--- src/design/usbdm_pkg.sv ---
// Contract
// RULE1: Mode bit 7 selects 16-bit DMA path.
// RULE2: Writing 1 then 0 to bit 5 suspends.
// RULE3: Mode bit 3 gates all interrupts out.
// RULE4: Mode bit 2 interrupts on NAKs and errors.
// RULE5: Otherwise interrupt on bulk ACK, iso transfer.
// RULE6: Soft attach ignored when external pull-up selected.
// RULE7: Bus reset keeps mode bits 7,3,2,0.
// RULE8: Bus reset never alters hardware configuration.
// RULE9: Command BA writes, BB reads, one word.
// RULE10: Hardware configuration is two bytes wide.
// RULE11: Config bit 14 means external D+ pull-up.
// RULE12: Config bit 13 stops slow clock output.
// RULE13: Else output slow clock 2 ms after trigger.
// RULE14: Config bit 12 keeps internal clocks running.
// RULE15: Else oscillator stops 2 ms after trigger.
// RULE16: Firmware clears bit 12 before suspend.
// RULE17: Divider N gives output 48/(N+1) MHz; code divides ref_clk by 2(N+1).
// RULE18: Divider resets to 3, giving 12 MHz; code gives 2.5 MHz from the 20 MHz ref_clk.
// RULE19: Divider changes without glitch or runt pulse.
// RULE20: Config bit 1 selects level or pulse.
// RULE21: Config bit 7 selects acknowledge-only DMA.
// RULE22: Config bit 2 drives power switch in suspend.
// RULE23: Firmware writes reserved bits as zero.
package usbdm_pkg;

  // ---------------------------------------------------------------
  // Command codes
  // ---------------------------------------------------------------
  localparam logic [7:0] CMD_MODE_WR = 8'hB8;
  localparam logic [7:0] CMD_MODE_RD = 8'hB9;
  localparam logic [7:0] CMD_HW_WR   = 8'hBA;
  localparam logic [7:0] CMD_HW_RD   = 8'hBB;

  // ---------------------------------------------------------------
  // Reset values
  // ---------------------------------------------------------------
  localparam logic [7:0]  MODE_RST   = 8'h00;
  localparam logic [15:0] HWCFG_RST  = 16'h2340;
  localparam logic [3:0]  CLKDIV_RST = 4'h3;

  // ---------------------------------------------------------------
  // Timing
  // ---------------------------------------------------------------
  localparam int CLK_HZ        = 20_000_000;
  localparam int CLK_PERIOD_NS = 1_000_000_000 / CLK_HZ;
  localparam int SUSP_DLY_US   = 2000;
  localparam int SUSP_DLY_CYC  = SUSP_DLY_US * (CLK_HZ / 1_000_000);
  localparam int IRQ_PULSE_NS  = 166;
  localparam int IRQ_PULSE_CYC = (IRQ_PULSE_NS + CLK_PERIOD_NS - 1) / CLK_PERIOD_NS;
  localparam int SLOW_CLK_HZ   = 100_000;
  localparam int SLOW_HALF_CYC = CLK_HZ / (2 * SLOW_CLK_HZ);

  // ---------------------------------------------------------------
  // Register layouts
  // ---------------------------------------------------------------
  typedef struct packed {
    logic dma_width_sel;
    logic rsv6;
    logic suspend_trigger;
    logic rsv4;
    logic irq_global_en;
    logic diag_irq_mode;
    logic rsv1;
    logic soft_attach_en;
  } usbdm_mode_t;

  typedef struct packed {
    logic       rsv15;
    logic       ext_pullup_sel;
    logic       slow_clk_disable;
    logic       clk_keep_running;
    logic [3:0] clk_out_divider;
    logic       ack_only_dma_mode;
    logic [2:0] pin_pol;
    logic       wake_on_cs;
    logic       suspend_power_off;
    logic       irq_pulse_mode;
    logic       irq_pol;
  } usbdm_hwcfg_t;

  // Host bus pins as seen by the device.
  typedef struct packed {
    logic        cs_n;
    logic        a0;
    logic        wr_n;
    logic        rd_n;
    logic [15:0] din;
  } usbdm_bus_t;

  localparam usbdm_bus_t BUS_IDLE = 20'hB_0000;

  // Transaction events from the USB engine.
  typedef struct packed {
    logic ack_bulk;
    logic iso_done;
    logic nak;
    logic err;
  } usbdm_ev_t;

  typedef enum logic [2:0] {
    SUSP_RUN  = 3'b001,
    SUSP_WAIT = 3'b010,
    SUSP_DEEP = 3'b100
  } usbdm_susp_t;

endpackage

--- src/design/usbdm_clkdiv.sv ---
module usbdm_clkdiv #(
  parameter int                 DIV_W   = 4,
  parameter logic [DIV_W-1:0]   DIV_RST = usbdm_pkg::CLKDIV_RST
) (
  // Clock and reset
  input  wire logic             ref_clk,
  input  wire logic             rst_n,
  // Divider control
  input  wire logic [DIV_W-1:0] div_n,
  output logic                  clk_o
);
  import usbdm_pkg::*;

  logic [DIV_W-1:0] cnt_ff;
  logic [DIV_W-1:0] nxt_cnt;
  logic [DIV_W-1:0] n_ff;
  logic [DIV_W-1:0] nxt_n;
  logic             ph_ff;
  logic             nxt_ph;

  // ---------------------------------------------------------------
  // Divider
  // ---------------------------------------------------------------
  // Each half lasts N+1 cycles; a new N is taken only at the end of
  // a high half, so no period is ever cut short.
  always_comb begin
    nxt_cnt = cnt_ff + 1'b1;
    nxt_n   = n_ff;
    nxt_ph  = ph_ff;
    if (cnt_ff == n_ff) begin // RULE17
      nxt_cnt = '0;
      nxt_ph  = ~ph_ff;
      if (ph_ff) begin
        nxt_n = div_n; // RULE19
      end
    end
  end

  always_ff @(posedge ref_clk or negedge rst_n) begin
    if (!rst_n) begin
      cnt_ff <= '0;
      n_ff   <= DIV_RST; // RULE18
      ph_ff  <= 1'b0;
    end else begin
      cnt_ff <= nxt_cnt;
      n_ff   <= nxt_n;
      ph_ff  <= nxt_ph;
    end
  end

  assign clk_o = ph_ff;
endmodule

--- src/design/usbdm_cfg.sv ---
module usbdm_cfg #(
  parameter int SUSP_DLY_CYC_P = usbdm_pkg::SUSP_DLY_CYC
) (
  // Clock and reset
  input  wire logic                 ref_clk,
  input  wire logic                 rst_n,
  // Host command bus pins
  input  wire usbdm_pkg::usbdm_bus_t bus_pins,
  output logic [15:0]               bus_dout,
  output logic                      bus_doe_n,
  // USB engine side
  input  wire logic                 usb_bus_rst,
  input  wire logic                 usb_resume,
  input  wire usbdm_pkg::usbdm_ev_t usb_ev,
  input  wire logic                 irq_ack,
  // Interrupt pin
  output logic                      dev_irq_pin,
  // DMA and attach control
  output logic                      dma_width_16,
  output logic                      ack_only_dma_mode,
  output logic                      dp_pullup_en,
  // Suspend and clocking
  output logic                      suspended,
  output logic                      suspend_power_off,
  output logic                      osc_run,
  output logic                      clk_out_pin
);
  import usbdm_pkg::*;

  localparam int DCW = $clog2(SUSP_DLY_CYC_P + 1);
  localparam int SCW = $clog2(SLOW_HALF_CYC + 1);
  localparam int PCW = $clog2(IRQ_PULSE_CYC + 1);
  localparam logic [DCW-1:0] DLY_LAST   = DCW'(SUSP_DLY_CYC_P - 1);
  localparam logic [SCW-1:0] SLOW_LAST  = SCW'(SLOW_HALF_CYC - 1);
  localparam logic [PCW-1:0] PULSE_INIT = PCW'(IRQ_PULSE_CYC);

  // ---------------------------------------------------------------
  // Pin synchronisers
  // ---------------------------------------------------------------
  usbdm_bus_t s1_ff;
  usbdm_bus_t s2_ff;
  usbdm_bus_t s3_ff;

  always_ff @(posedge ref_clk or negedge rst_n) begin
    if (!rst_n) begin
      s1_ff <= BUS_IDLE;
      s2_ff <= BUS_IDLE;
      s3_ff <= BUS_IDLE;
    end else begin
      s1_ff <= bus_pins;
      s2_ff <= s1_ff;
      s3_ff <= s2_ff;
    end
  end

  // Strobes are taken on their synchronised falling edge.
  logic wr_edge;
  logic rd_edge;
  logic rd_hold;
  logic cmd_wr;
  logic data_wr;

  assign wr_edge = s3_ff.wr_n & ~s2_ff.wr_n & ~s2_ff.cs_n;
  assign rd_hold = ~s2_ff.rd_n & ~s2_ff.cs_n & ~s2_ff.a0;
  assign rd_edge = s3_ff.rd_n & rd_hold;
  assign cmd_wr  = wr_edge & s2_ff.a0;
  assign data_wr = wr_edge & ~s2_ff.a0;

  // ---------------------------------------------------------------
  // Registers
  // ---------------------------------------------------------------
  logic [7:0]   cmd_ff;
  logic [7:0]   nxt_cmd;
  usbdm_mode_t  mode_ff;
  usbdm_mode_t  nxt_mode;
  usbdm_hwcfg_t hw_ff;
  usbdm_hwcfg_t nxt_hw;
  logic         mode_wr;
  logic         hw_wr;
  logic         go_susp;

  assign mode_wr = data_wr & (cmd_ff == CMD_MODE_WR);
  assign hw_wr   = data_wr & (cmd_ff == CMD_HW_WR); // RULE9

  always_comb begin
    nxt_cmd  = cmd_ff;
    nxt_mode = mode_ff;
    nxt_hw   = hw_ff;
    if (cmd_wr) begin
      nxt_cmd = s2_ff.din[7:0]; // RULE9
    end
    if (mode_wr) begin
      // Upper byte of the data word is ignored.
      nxt_mode = usbdm_mode_t'(s2_ff.din[7:0]);
    end else if (usb_bus_rst) begin
      // Only the trigger and reserved bits 6 and 4 are reset.
      nxt_mode.suspend_trigger = 1'b0; // RULE7
      nxt_mode.rsv6            = 1'b0;
      nxt_mode.rsv4            = 1'b0;
    end
    if (hw_wr) begin
      nxt_hw = usbdm_hwcfg_t'(s2_ff.din); // RULE10
    end
  end

  always_ff @(posedge ref_clk or negedge rst_n) begin
    if (!rst_n) begin
      cmd_ff  <= 8'h00;
      mode_ff <= MODE_RST;
      hw_ff   <= HWCFG_RST; // RULE18
    end else begin
      cmd_ff  <= nxt_cmd;
      mode_ff <= nxt_mode;
      hw_ff   <= nxt_hw; // RULE8
    end
  end

  // A one-then-zero write of the trigger bit starts suspend.
  assign go_susp = mode_wr & mode_ff.suspend_trigger & ~nxt_mode.suspend_trigger; // RULE2

  // ---------------------------------------------------------------
  // Read port
  // ---------------------------------------------------------------
  logic [15:0] dout_ff;
  logic [15:0] nxt_dout;
  logic        doe_n_ff;
  logic        nxt_doe_n;

  always_comb begin
    nxt_dout  = dout_ff;
    nxt_doe_n = ~rd_hold;
    if (rd_edge) begin
      case (cmd_ff)
        CMD_MODE_RD: nxt_dout = {8'h00, mode_ff};
        CMD_HW_RD:   nxt_dout = hw_ff; // RULE9
        default:     nxt_dout = 16'h0000;
      endcase
    end
  end

  always_ff @(posedge ref_clk or negedge rst_n) begin
    if (!rst_n) begin
      dout_ff  <= 16'h0000;
      doe_n_ff <= 1'b1;
    end else begin
      dout_ff  <= nxt_dout;
      doe_n_ff <= nxt_doe_n;
    end
  end

  assign bus_dout  = dout_ff;
  assign bus_doe_n = doe_n_ff;

  // ---------------------------------------------------------------
  // Suspend sequencer
  // ---------------------------------------------------------------
  usbdm_susp_t    st_ff;
  usbdm_susp_t    nxt_st;
  logic [DCW-1:0] dcnt_ff;
  logic [DCW-1:0] nxt_dcnt;

  always_comb begin
    nxt_st   = st_ff;
    nxt_dcnt = dcnt_ff;
    case (st_ff)
      SUSP_RUN: begin
        if (go_susp) begin
          nxt_st   = SUSP_WAIT;
          nxt_dcnt = '0;
        end
      end
      SUSP_WAIT: begin
        // Clocks stay up for the settle time after the trigger.
        if (dcnt_ff == DLY_LAST) begin // RULE13 RULE15
          nxt_st = SUSP_DEEP;
        end else begin
          nxt_dcnt = dcnt_ff + 1'b1;
        end
      end
      SUSP_DEEP: begin
        nxt_st = SUSP_DEEP;
      end
      default: begin
        nxt_st = SUSP_RUN;
      end
    endcase
    if (usb_resume | usb_bus_rst) begin
      nxt_st = SUSP_RUN;
    end
  end

  always_ff @(posedge ref_clk or negedge rst_n) begin
    if (!rst_n) begin
      st_ff   <= SUSP_RUN;
      dcnt_ff <= '0;
    end else begin
      st_ff   <= nxt_st;
      dcnt_ff <= nxt_dcnt;
    end
  end

  // ---------------------------------------------------------------
  // Clock sources
  // ---------------------------------------------------------------
  logic           div_clk;
  logic [SCW-1:0] scnt_ff;
  logic [SCW-1:0] nxt_scnt;
  logic           slow_ff;
  logic           nxt_slow;

  usbdm_clkdiv #(
    .DIV_W   (4),
    .DIV_RST (CLKDIV_RST)
  ) u_clkdiv (
    .ref_clk (ref_clk),
    .rst_n   (rst_n),
    .div_n   (hw_ff.clk_out_divider), // RULE17
    .clk_o   (div_clk)
  );

  always_comb begin
    nxt_scnt = scnt_ff + 1'b1;
    nxt_slow = slow_ff;
    if (scnt_ff == SLOW_LAST) begin
      nxt_scnt = '0;
      nxt_slow = ~slow_ff;
    end
  end

  always_ff @(posedge ref_clk or negedge rst_n) begin
    if (!rst_n) begin
      scnt_ff <= '0;
      slow_ff <= 1'b0;
    end else begin
      scnt_ff <= nxt_scnt;
      slow_ff <= nxt_slow;
    end
  end

  // ---------------------------------------------------------------
  // Interrupt and pin outputs
  // ---------------------------------------------------------------
  logic           ev_hit;
  logic           irq_src;
  logic           flag_ff;
  logic           nxt_flag;
  logic [PCW-1:0] pcnt_ff;
  logic [PCW-1:0] nxt_pcnt;
  logic           nxt_irq;
  logic           nxt_dma16;
  logic           nxt_ackonly;
  logic           nxt_pullup;
  logic           nxt_susp;
  logic           nxt_pwr;
  logic           nxt_osc;
  logic           nxt_clk_out_pin;

  always_comb begin
    if (mode_ff.diag_irq_mode) begin
      ev_hit = usb_ev.nak | usb_ev.err; // RULE4
    end else begin
      ev_hit = usb_ev.ack_bulk | usb_ev.iso_done; // RULE5
    end
    irq_src = mode_ff.irq_global_en & ev_hit; // RULE3
    // A new event wins over an acknowledge in the same cycle.
    nxt_flag = irq_src | (flag_ff & ~irq_ack);
    if (irq_src) begin
      nxt_pcnt = PULSE_INIT; // RULE20
    end else if (pcnt_ff != '0) begin
      nxt_pcnt = pcnt_ff - 1'b1;
    end else begin
      nxt_pcnt = '0;
    end
    if (hw_ff.irq_pulse_mode) begin
      nxt_irq = mode_ff.irq_global_en & (nxt_pcnt != '0); // RULE20
    end else begin
      nxt_irq = mode_ff.irq_global_en & nxt_flag; // RULE3
    end
    nxt_dma16   = mode_ff.dma_width_sel; // RULE1
    nxt_ackonly = hw_ff.ack_only_dma_mode; // RULE21
    nxt_pullup  = mode_ff.soft_attach_en & ~hw_ff.ext_pullup_sel; // RULE6 RULE11
    nxt_susp    = (st_ff != SUSP_RUN);
    nxt_pwr     = (st_ff != SUSP_RUN) & hw_ff.suspend_power_off; // RULE22
    nxt_osc     = hw_ff.clk_keep_running | (st_ff != SUSP_DEEP); // RULE14 RULE15
    if (st_ff == SUSP_DEEP) begin
      nxt_clk_out_pin = ~hw_ff.slow_clk_disable & slow_ff; // RULE12 RULE13
    end else begin
      nxt_clk_out_pin = div_clk;
    end
  end

  always_ff @(posedge ref_clk or negedge rst_n) begin
    if (!rst_n) begin
      flag_ff           <= 1'b0;
      pcnt_ff           <= '0;
      dev_irq_pin       <= 1'b0;
      dma_width_16      <= 1'b0;
      ack_only_dma_mode <= 1'b0;
      dp_pullup_en      <= 1'b0;
      suspended         <= 1'b0;
      suspend_power_off <= 1'b0;
      osc_run           <= 1'b1;
      clk_out_pin       <= 1'b0;
    end else begin
      flag_ff           <= nxt_flag;
      pcnt_ff           <= nxt_pcnt;
      dev_irq_pin       <= nxt_irq;
      dma_width_16      <= nxt_dma16;
      ack_only_dma_mode <= nxt_ackonly;
      dp_pullup_en      <= nxt_pullup;
      suspended         <= nxt_susp;
      suspend_power_off <= nxt_pwr;
      osc_run           <= nxt_osc;
      clk_out_pin       <= nxt_clk_out_pin;
    end
  end
endmodule

--- config.mk ---
export PLATFORM = sky130hd
export DESIGN_NAME = usbdm_cfg
export DESIGN_NICKNAME = d
export VERILOG_FILES = /design/src/design/usbdm_pkg.sv /design/src/design/usbdm_clkdiv.sv /design/src/design/usbdm_cfg.sv
export SDC_FILE = /design/constraint.sdc
export NUM_CORES = 1
export LEC_CHECK = 0
export BUFFER_PORTS_ARGS = -buffer_cell sky130_fd_sc_hd__buf_2
export CAP_MARGIN = 40
export CORE_ASPECT_RATIO = 0.8
export CORE_MARGIN = 5
export CORE_UTILIZATION = 52
export DETAILED_ROUTE_END_ITERATION = 6
export GPL_TIMING_DRIVEN = 0
export PLACE_DENSITY = 0.79
export SYNTH_ARGS = -nofsm -noshare
export SYNTH_HDL_FRONTEND = slang
export SYNTH_SLANG_ARGS = --single-unit
--- constraint.sdc ---
create_clock -name ref_clk -period 2 [get_ports ref_clk]
set_clock_uncertainty 0.15 [all_clocks]
set_input_delay 0.2 -clock ref_clk [delete_from_list [all_inputs] [get_ports ref_clk]]
set_output_delay 0.2 -clock ref_clk [all_outputs]
set_load 0.1 [all_outputs]
# Word level (Yosys, flattened, before mapping)
# Index checks and enable logic that the tools add are counted.
[totals]
wordCells = 129
in_bits = 29
output_inout_bits = 25
register_bits = 139
[op_classes]
eq_ne = 16
n_bitwise = 34
reduce_logical = 7
addsub = 4
n_mux = 17
[op_table]
columns = ["op", "count"]
rows = [
  ["16-bit one-hot mux with 2 select lines", 2],
  ["8-bit == test (second input constant)", 4],
  ["16-bit two-way mux", 2],
  ["3-bit two-way mux", 7],
  ["1-bit bitwise AND", 18],
  ["16-bit by 1-bit adder with 16-bit output (second input constant)", 1],
  ["16-bit == test (second input constant)", 1],
  ["1-bit NOT", 11],
  ["3-bit inequality test (second input constant)", 3],
  ["3-bit one-hot mux with 3 select lines", 1],
  ["7-bit by 1-bit adder with 7-bit output (second input constant)", 1],
  ["7-bit == test (second input constant)", 1],
  ["7-bit two-way mux", 1],
  ["3-bit nonzero test", 2],
  ["1-bit bitwise OR", 5],
  ["4-bit by 1-bit adder with 4-bit output (second input constant)", 1],
  ["4-bit == test", 1],
  ["4-bit two-way mux", 1],
  ["2-bit inequality test (second input constant)", 2],
  ["2-bit AND reduction", 2],
  ["2-bit nonzero test", 2],
  ["3-bit by 1-bit == test with 1-bit output (second input constant)", 1],
  ["3-bit by 2-bit == test with 1-bit output (second input constant)", 1],
  ["3-bit == test (second input constant)", 1],
  ["other kinds (4)", 6],
]

# Depth between registers and ports, before layout
# Gate-level depths: netlist of run 1.
[logic_depth]
word_depth = 11
ltp_mapped = 7
depth_no_buf = 6

# By module
# From an unflattened synthesis of run 1, not the netlist that was laid out.
[hier_totals]
cells_unflattened = 414
hier_area_um2 = 5444.0
[by_module_without_submodules]
columns = ["mod", "instances", "area_per_inst_um2", "seq_area_each_um2", "cells_each"]
rows = [
  ["usbdm_cfg", 1, 4907.2, 3271.9, 361],
  ["usbdm_clkdiv", 1, 536.8, 227.7, 53],
]

# Worst setup path before layout of run 1
# Ideal clock, no wire load.
[synth_path]
kind = "register to register"
from = "reg dcnt_ff[0]"
to = "reg dcnt_ff[3]"
n_path_buf = 1
setup_time_ns = 0.078
stages_incl_launch_ff = 8
t_arrival_ns = 1.814
required_time_ns = 1.772
setup_slack_ns = -0.041
synth_period_minus_slack_ns = 2.041
path_cell_list = "dfrtp_1 > ha_1 > nor4b_1 > and4_4 > nand2b_1 > buf_4 > or3_1 > a21oi_1"
[synth_between]
elab_chain_len = 3
elab_cells_between_ends = 6
classes_between = "add/sub: 1; eq/ne: 2; mux: 2; reduce/logical: 1"
[synth_rtl]
columns = ["item", "line_no", "text"]
rows = [
  ["start: declaration", "usbdm_cfg.sv:159", "logic [DCW-1:0] dcnt_ff;"],
  ["start signal: assignment", "usbdm_cfg.sv:198", "dcnt_ff <= nxt_dcnt;"],
  ["16-bit by 1-bit adder with 16-bit output / 16-bit == test (equally long branches)", "usbdm_cfg.sv:177, usbdm_cfg.sv:174", ""],
  ["16-bit two-way mux / 2-bit inequality test (equally long branches)", "n/a", ""],
  ["16-bit one-hot mux with 2 select lines / 3-bit AND reduction (equally long branches)", "n/a", ""],
]
# Parallel ways exist; a longest one is shown, timed or not. The select of a mux whose other input is x is not followed.
# A chain may end at the register's enable or synchronous reset.

# Worst setup path after layout of run 1
[layout_path]
from = "reg dcnt_ff[1]"
to = "reg dcnt_ff[3]"
# The elaborated chain is that of the path after synthesis.

==> results.tsv, run 1 <==
stage	metric	value	unit
final_layout	ANT cells	0	
clock_tree	CTS Sinks	139	
place	Post-DP HPWL	6660	microns
floorplan	Die Y	99.7	microns
global_routing	largest net degree at the start of global routing	75	
final_layout	nets	540	
yosys	Ys Warns	0	
floorplan	Die Wd	122	microns
worst_setup_path	crit path max fanout	6	
worst_setup_path	critical path class	reg2reg	
worst_setup_path	startpoint types	flop	
drt	Final ANT Viol Nets	0	
global_routing	GRT Resource Usage Total	19.4	%
final_layout	Final Util	69.6	%
worst_setup_path	CP arrival	2.16	ns
yosys	FF+latch count, synth	139	
floorplan	core box area	9730	sq um
run_status	run status	completed	
run	max-cap violations	0	
yosys	Synth cell types	48	
clock_tree	CTS tree	done	
clock_tree	root buf cell	clkbuf_16	
final_layout	share of layout cells above drive strength 1	34.1	%
worst_setup_path	CP required	2.19	ns
power_and_ir_drop	maximum vdd drop	0.948	mV
timing	Slew Viols, Final	0	
yosys	asr flop ratio synth	100	%
yosys	area leader, netlist	dfrtp_1	
timing	worst rel slew slack	59.4	%
drt	detailed-route via count	3507	
timing	Slew @ Worst Pin	0.606	ns
timing	Final period util	98.4	%
worst_setup_path	CP Cell Sequence	ha_4 -> nor4b_4 -> and4_4 -> nand2b_4 -> buf_6 -> or3_4 -> a21oi_2	
yosys	post-synthesis sequential area ratio	66.9	%
power_and_ir_drop	Leak Pwr	3.21	nW
final_layout	filler instances	646	
global_routing	vias in the first global route	3743	
drt	Remaining DRCs	0	
worst_setup_path	Worst setup EP type	flop	
floorplan	die area	12200	sq um
clock_tree	Num CTS Buffers	17	
drt	Via density	5.35	
timing	post-layout minimum cycle time	1.97	ns
timing	final setup fails	0	
yosys	share of the synthesized area in the top cell type	58.4	%
floorplan	Site Rows	32	
yosys	Mapped Nets	434	
global_routing	first-pass GRT wire length	18100	microns
worst_setup_path	CP max-delay cell	dfrtp_2	
yosys	most frequent cell after synthesis	dfrtp_1	
timing	final hold vios	0	
power_and_ir_drop	Power, Total	0.00677	W
yosys	commonest cells in the netlist	dfrtp_1 (122), nand2_1 (40), mux2_2 (32)	
yosys	Post-Synthesis Cells	400	
yosys	ranking of synthesized cells by area	dfrtp_1 (58%), dfstp_2 (8.5%), mux2_2 (6.9%), nand2_1 (2.9%), nand3_1 (1.8%)	
yosys	syn_area_per_cell	13.1	sq um
drt	final WL	10900	microns
yosys	Synth Flop Type	dfrtp_1	
global_routing	grt ovf	0	
worst_setup_path	CP delay by family, top	simple AND/OR/NAND/NOR gates	
clock_tree	Reg clk slew, reported paths	0.06	ns
floorplan	Ports	54	
floorplan	initial core utilization	53.7	%
final_layout	synthesis-to-finish area growth	29.6	%
drt	WL/cell	16.7	microns
worst_hold_path	Min-Delay Path Class	in2reg	
place	Port Buffers	53	
place	Final GP Congestion	0.858	
clock_tree	CTS H-tree lvls	4	
worst_setup_path	WP buf/inv	1	
drt	first-pass detailed-route iteration total	4	
clock_tree	maximum buffer depth of the clock tree	2	
power_and_ir_drop	Power Dens Cells	1000	nW/um^2
drt	initial DRC count	282	
yosys	cell area after synthesis	5230	sq um
global_routing	initial antenna violation count	0	
clock_tree	worst skew pair latency	0.41	ns
worst_setup_path	worst stage delay on the critical path	0.43	ns
yosys	Post-synth EDFFs	0	
timing	FMAX	508	MHz
==> cells in the final DEF, fill, tap and decap left out, types with 3 or more instances in the layout <==
master	count
nand2_1	39
dlygate4sd3_1	24
bufinv_16	3
clkbuf_8	5
a22oi_1	7
ha_1	4
mux2_2	32
buf_2	54
buf_6	3
inv_1	10
nor3_1	7
xnor2_1	8
a22o_1	9
clkinv_2	3
a31oi_1	4
nand2b_1	3
nor2_1	20
nor4_1	6
or3_1	3
a21oi_1	10
nor2b_1	5
buf_4	9
nand3_1	19
clkbuf_16	17
nand3b_1	5
o21ai_0	10
xor2_1	8
dfrtp_1	120
dfstp_2	17
==> state kept, by name, summed over array words and instances, names as in the netlist, 2 cells and up <==
register	flops
bus_dout	16
pcnt_ff	3
cmd_ff	8
s1_ff	20
hw_ff	15
u_clkdiv.cnt_ff	4
scnt_ff	7
u_clkdiv.n_ff	4
dcnt_ff	16
s3_ff	2
st_ff	3
s2_ff	20
mode_ff	7
==> area by class of cell <==
class,instances,area (sq um),share of cell area [%]
Multi-Input combinational cell,243,1760,26.0
Sequential cell,139,3500,51.7
Buffer,6,36.3,0.536
Clock inverter,10,138,2.03
Clock buffer,22,494,7.29
Timing Repair Buffer,89,636,9.38
Tap cell,136,170,2.51
Inverter,10,37.5,0.554
==> kinds of logic after synthesis <==
logic type | synth area share (%)
compound gates | 6.77
xor+xnor | 2.68
fa+ha+maj | 1.20
buf+inv | 1.41
flops | 66.9
mux | 7.08
simple gates | 13.9
==> path summary, 6_finish.rpt <==
kind | depth (start not counted) | endpoint | start | slack, ns
max | 7 | dcnt_ff[3] | dcnt_ff[1] | 0.03
min | 3 | pcnt_ff[0] | usb_ev[3] | 0.02
max reg2reg | 7 | dcnt_ff[3] | dcnt_ff[1] | 0.03
min reg2reg | 0 | s2_ff[0] | s1_ff[0] | 0.20
max in group asynchronous | 3 | osc_run | rst_n | 0.74
min in group asynchronous | 2 | s1_ff[6] | rst_n | 0.18
==> worst register-to-register path, cell delays in order (launching register included) <==
cell and delay [ns]:
dfrtp_2 0.43, ha_4 0.19, nor4b_4 0.13, and4_4 0.22, nand2b_4 0.15, buf_6 0.14, or3_4 0.37, a21oi_2 0.12
==> per-stage QoR <==
step | TNS [ns] | cell area (sq um) | setup slack [ns] | hold WS (ns) | instances
6_report | 0 | 6780 | 0.0317 | 0.0242 | 655
5_1_grt | -0.0218 | 6780 | -0.0136 | 0.0364 | 655
4_1_cts | 0 | 6690 | 0.000514 | 0.00837 | 652
3_5_place_dp | -6.64 | 5700 | -0.305 | 0.0724 | 591
3_3_place_gp | -155.54 | 5670 | -1.19 | 0.154 | 589
2_1_floorplan | 0 | 5230 | 0.0198 | -0.246 | 400
==> per-layer routing <==
metal  GRT usage [%]  vias to the layer above  part of all wire (%)
li1                -                     1626                     -
met2            32.3                       89                    51
met4            6.71                        0                   1.7
met5               0                        -                     0
met3            6.88                       21                   4.9
met1            23.6                     1771                    42
==> report_power, final <==
group | total [W] | internal (W) | switching, W
registers | 0.00303 | 0.00295 | 0.0000848
clock network | 0.00328 | 0.00212 | 0.00115
logic | 0.000462 | 0.000180 | 0.000282
==> repair_timing <==
action,4_1_cts,5_1_grt
pin swaps,5,2
hold endpoints to repair,89,0
buffers inserted,6,4
resized for setup,16,14
hold buffers,24,0
setup endpoints to repair,49,39
Note: power is estimated with default switching activity, not from simulation.
==> inputs of run 2 (changes only) <==
--- a/config.mk
+++ b/config.mk
@@ -7,7 +7,7 @@
 export LEC_CHECK = 0
 export BUFFER_PORTS_ARGS = -buffer_cell sky130_fd_sc_hd__buf_2
 export CAP_MARGIN = 40
-export CORE_ASPECT_RATIO = 0.8
+export CORE_ASPECT_RATIO = 0.75
 export CORE_MARGIN = 5
 export CORE_UTILIZATION = 52
 export DETAILED_ROUTE_END_ITERATION = 6
==> results.tsv, run 2 (synthesis gave the netlist of run 1 again) <==
stage	metric	value	unit	change
run_status	run status	completed		
clock_tree	Reg clk slew, reported paths	0.06	ns	about the same
final_layout	fin area	6790	sq um	+0.22%
global_routing	GRT Resource Usage Total	18.8	%	-0.62 points
floorplan	Die Y	96.8	microns	-2.9%
drt	WL/cell	17.2	microns	+3.1%
timing	final setup fails	0		unchanged
place	Cell Area, Placed	5700	sq um	about the same
worst_setup_path	critical path class	reg2reg		
floorplan	initial core utilization	53.7	%	about the same
drt	Via density	5.40		+0.91%
timing	final hold vios	0		unchanged
clock_tree	CTS H-tree lvls	4		unchanged
drt	initial DRC count	245		-13%
clock_tree	CTS Sinks	139		unchanged
worst_setup_path	crit path max fanout	5		-1
floorplan	die area	12200	sq um	about the same
place	Port Buffers	53		unchanged
drt	detailed-route via count	3528		+0.60%
global_routing	initial antenna violation count	0		unchanged
place	Inst Count DP	587		-0.68%
place	Post-DP HPWL	6830	microns	+2.4%
final_layout	most frequent cells in the layout	dfrtp_1 (120), buf_2 (55), nand2_1 (39), mux2_2 (32), dlygate4sd3_1 (24)		
floorplan	core box area	9740	sq um	about the same
final_layout	nets	542		+0.37%
final_layout	ANT cells	0		unchanged
final_layout	Top Registers	s1_ff (20), s2_ff (20)		
timing	unrepaired setup endpoints after global routing	yes		
drt	first-pass detailed-route iteration total	4		unchanged
worst_setup_path	CP arrival	2.19	ns	+0.03 ns
floorplan	Ports	54		unchanged
run	max-cap violations	0		unchanged
drt	Final ANT Viol Nets	0		unchanged
timing	FMAX	500	MHz	-1.6%
timing	Final period util	100	%	+1.6 points
worst_setup_path	Worst setup EP type	flop		
final_layout	Non-Filler Instances	653		-0.31%
clock_tree	Num CTS Buffers	17		unchanged
power_and_ir_drop	Power Dens Cells	1010	nW/um^2	+0.92%
place	Final GP Congestion	0.867		+1.1%
floorplan	Die Wd	126	microns	+3.0%
final_layout	commonest non-fill, non-tap cell in the layout	dfrtp_1		
floorplan	Site Rows	31		-3.1%
power_and_ir_drop	Power, Total	0.00685	W	+1.1%
timing	worst rel slew slack	60.6	%	+1.2 points
drt	Remaining DRCs	0		unchanged
clock_tree	CTS tree	done		
timing	Slew Viols, Final	0		unchanged
final_layout	filler instances	635		-1.7%
worst_setup_path	CP required	2.19	ns	about the same
global_routing	largest net degree at the start of global routing	101		+35%
timing	Slew @ Worst Pin	0.588	ns	-0.0184 ns
clock_tree	maximum buffer depth of the clock tree	2		unchanged
global_routing	vias in the first global route	3555		-5.0%
timing	post-layout minimum cycle time	2.00	ns	+0.0314 ns
worst_hold_path	Min-Delay Path Class	in2reg		
power_and_ir_drop	maximum vdd drop	0.824	mV	-13%
final_layout	synthesis-to-finish area growth	29.9	%	
timing	hold_ws	0.0211	ns	-0.00310 ns
power_and_ir_drop	Leak Pwr	3.22	nW	+0.14%
clock_tree	worst skew pair latency	0.41	ns	about the same
global_routing	grt ovf	0		unchanged
clock_tree	root buf cell	clkbuf_16		
worst_setup_path	startpoint types	flop		
final_layout	share of layout cells above drive strength 1	34.4	%	+0.25 points
global_routing	first-pass GRT wire length	18100	microns	about the same
drt	final WL	11200	microns	+2.8%
==> run 2: timing repair <==
| item | 4_1_cts | 5_1_grt |
|---|---|---|
| gates resized for setup | 12 | 17 |
| hold endpoints to repair | 66 | 0 |
| cloned | 0 | 1 |
| setup buffers | 6 | 4 |
| pin swaps | 4 | 5 |
| hold buffers | 24 | 0 |
| setup endpoints to repair | 46 | 40 |
==> run 2: final timing paths <==
kind | from | endpoint | slack, ns | depth (start not counted)
max in group asynchronous | rst_n | osc_run | 0.78 | 3
max | dcnt_ff[1] | dcnt_ff[3] | 0.0004 | 7
min reg2reg | s1_ff[2] | s2_ff[2] | 0.20 | 0
min | usb_ev[3] | pcnt_ff[0] | 0.02 | 3
min in group asynchronous | rst_n | dcnt_ff[10] | 0.12 | 2
max reg2reg | dcnt_ff[1] | dcnt_ff[3] | 0.0004 | 7
==> run 2: metal layers <==
layer	up-vias	share of wire (%)	track usage (%)
li1	1625	-	-
met1	1768	44	24.8
met2	108	49	29.6
met3	27	5.4	5.40
met4	0	2.1	7.34
met5	-	0	0
==> run 2: layout make-up <==
cell class | instances | area, sq um | area share (%)
Buffer | 7 | 43.8 | 0.645
Clock buffer | 19 | 453 | 6.67
Clock inverter | 13 | 190 | 2.80
Inverter | 10 | 37.5 | 0.553
Multi-Input combinational cell | 243 | 1760 | 25.9
Sequential cell | 139 | 3500 | 51.6
Tap cell | 132 | 165 | 2.43
Timing Repair Buffer | 90 | 637 | 9.38
==> run 2: through the flow <==
| step | worst slack (ns) | utilization (%) | TNS [ns] |
|---|---|---|---|
| 2_1_floorplan | 0.0198 | - | 0 |
| 3_3_place_gp | -1.20 | 58.1 | -158.08 |
| 3_5_place_dp | -0.254 | 58.5 | -6.15 |
| 4_1_cts | -0.0860 | 68.7 | -0.0860 |
| 5_1_grt | -0.0790 | 69.7 | -0.248 |
| 6_report | 0.000351 | 69.7 | 0 |
==> run 2: worst max-delay path, cell delays in order (launching register included) <==
cell and delay (ns):
dfrtp_2 0.43, ha_4 0.17, nor4b_2 0.15, and4_4 0.22
nand2b_4 0.16, buf_6 0.14, or3_4 0.37, a21oi_2 0.15
==> run 2: report_power, final <==
part	switching (W)	leakage (nW)	internal, W	total (W)
Clock	0.00119	0.309	0.00216	0.00335
Combinational	0.000287	1.14	0.000183	0.000470
Sequential	0.0000822	1.76	0.00295	0.00303
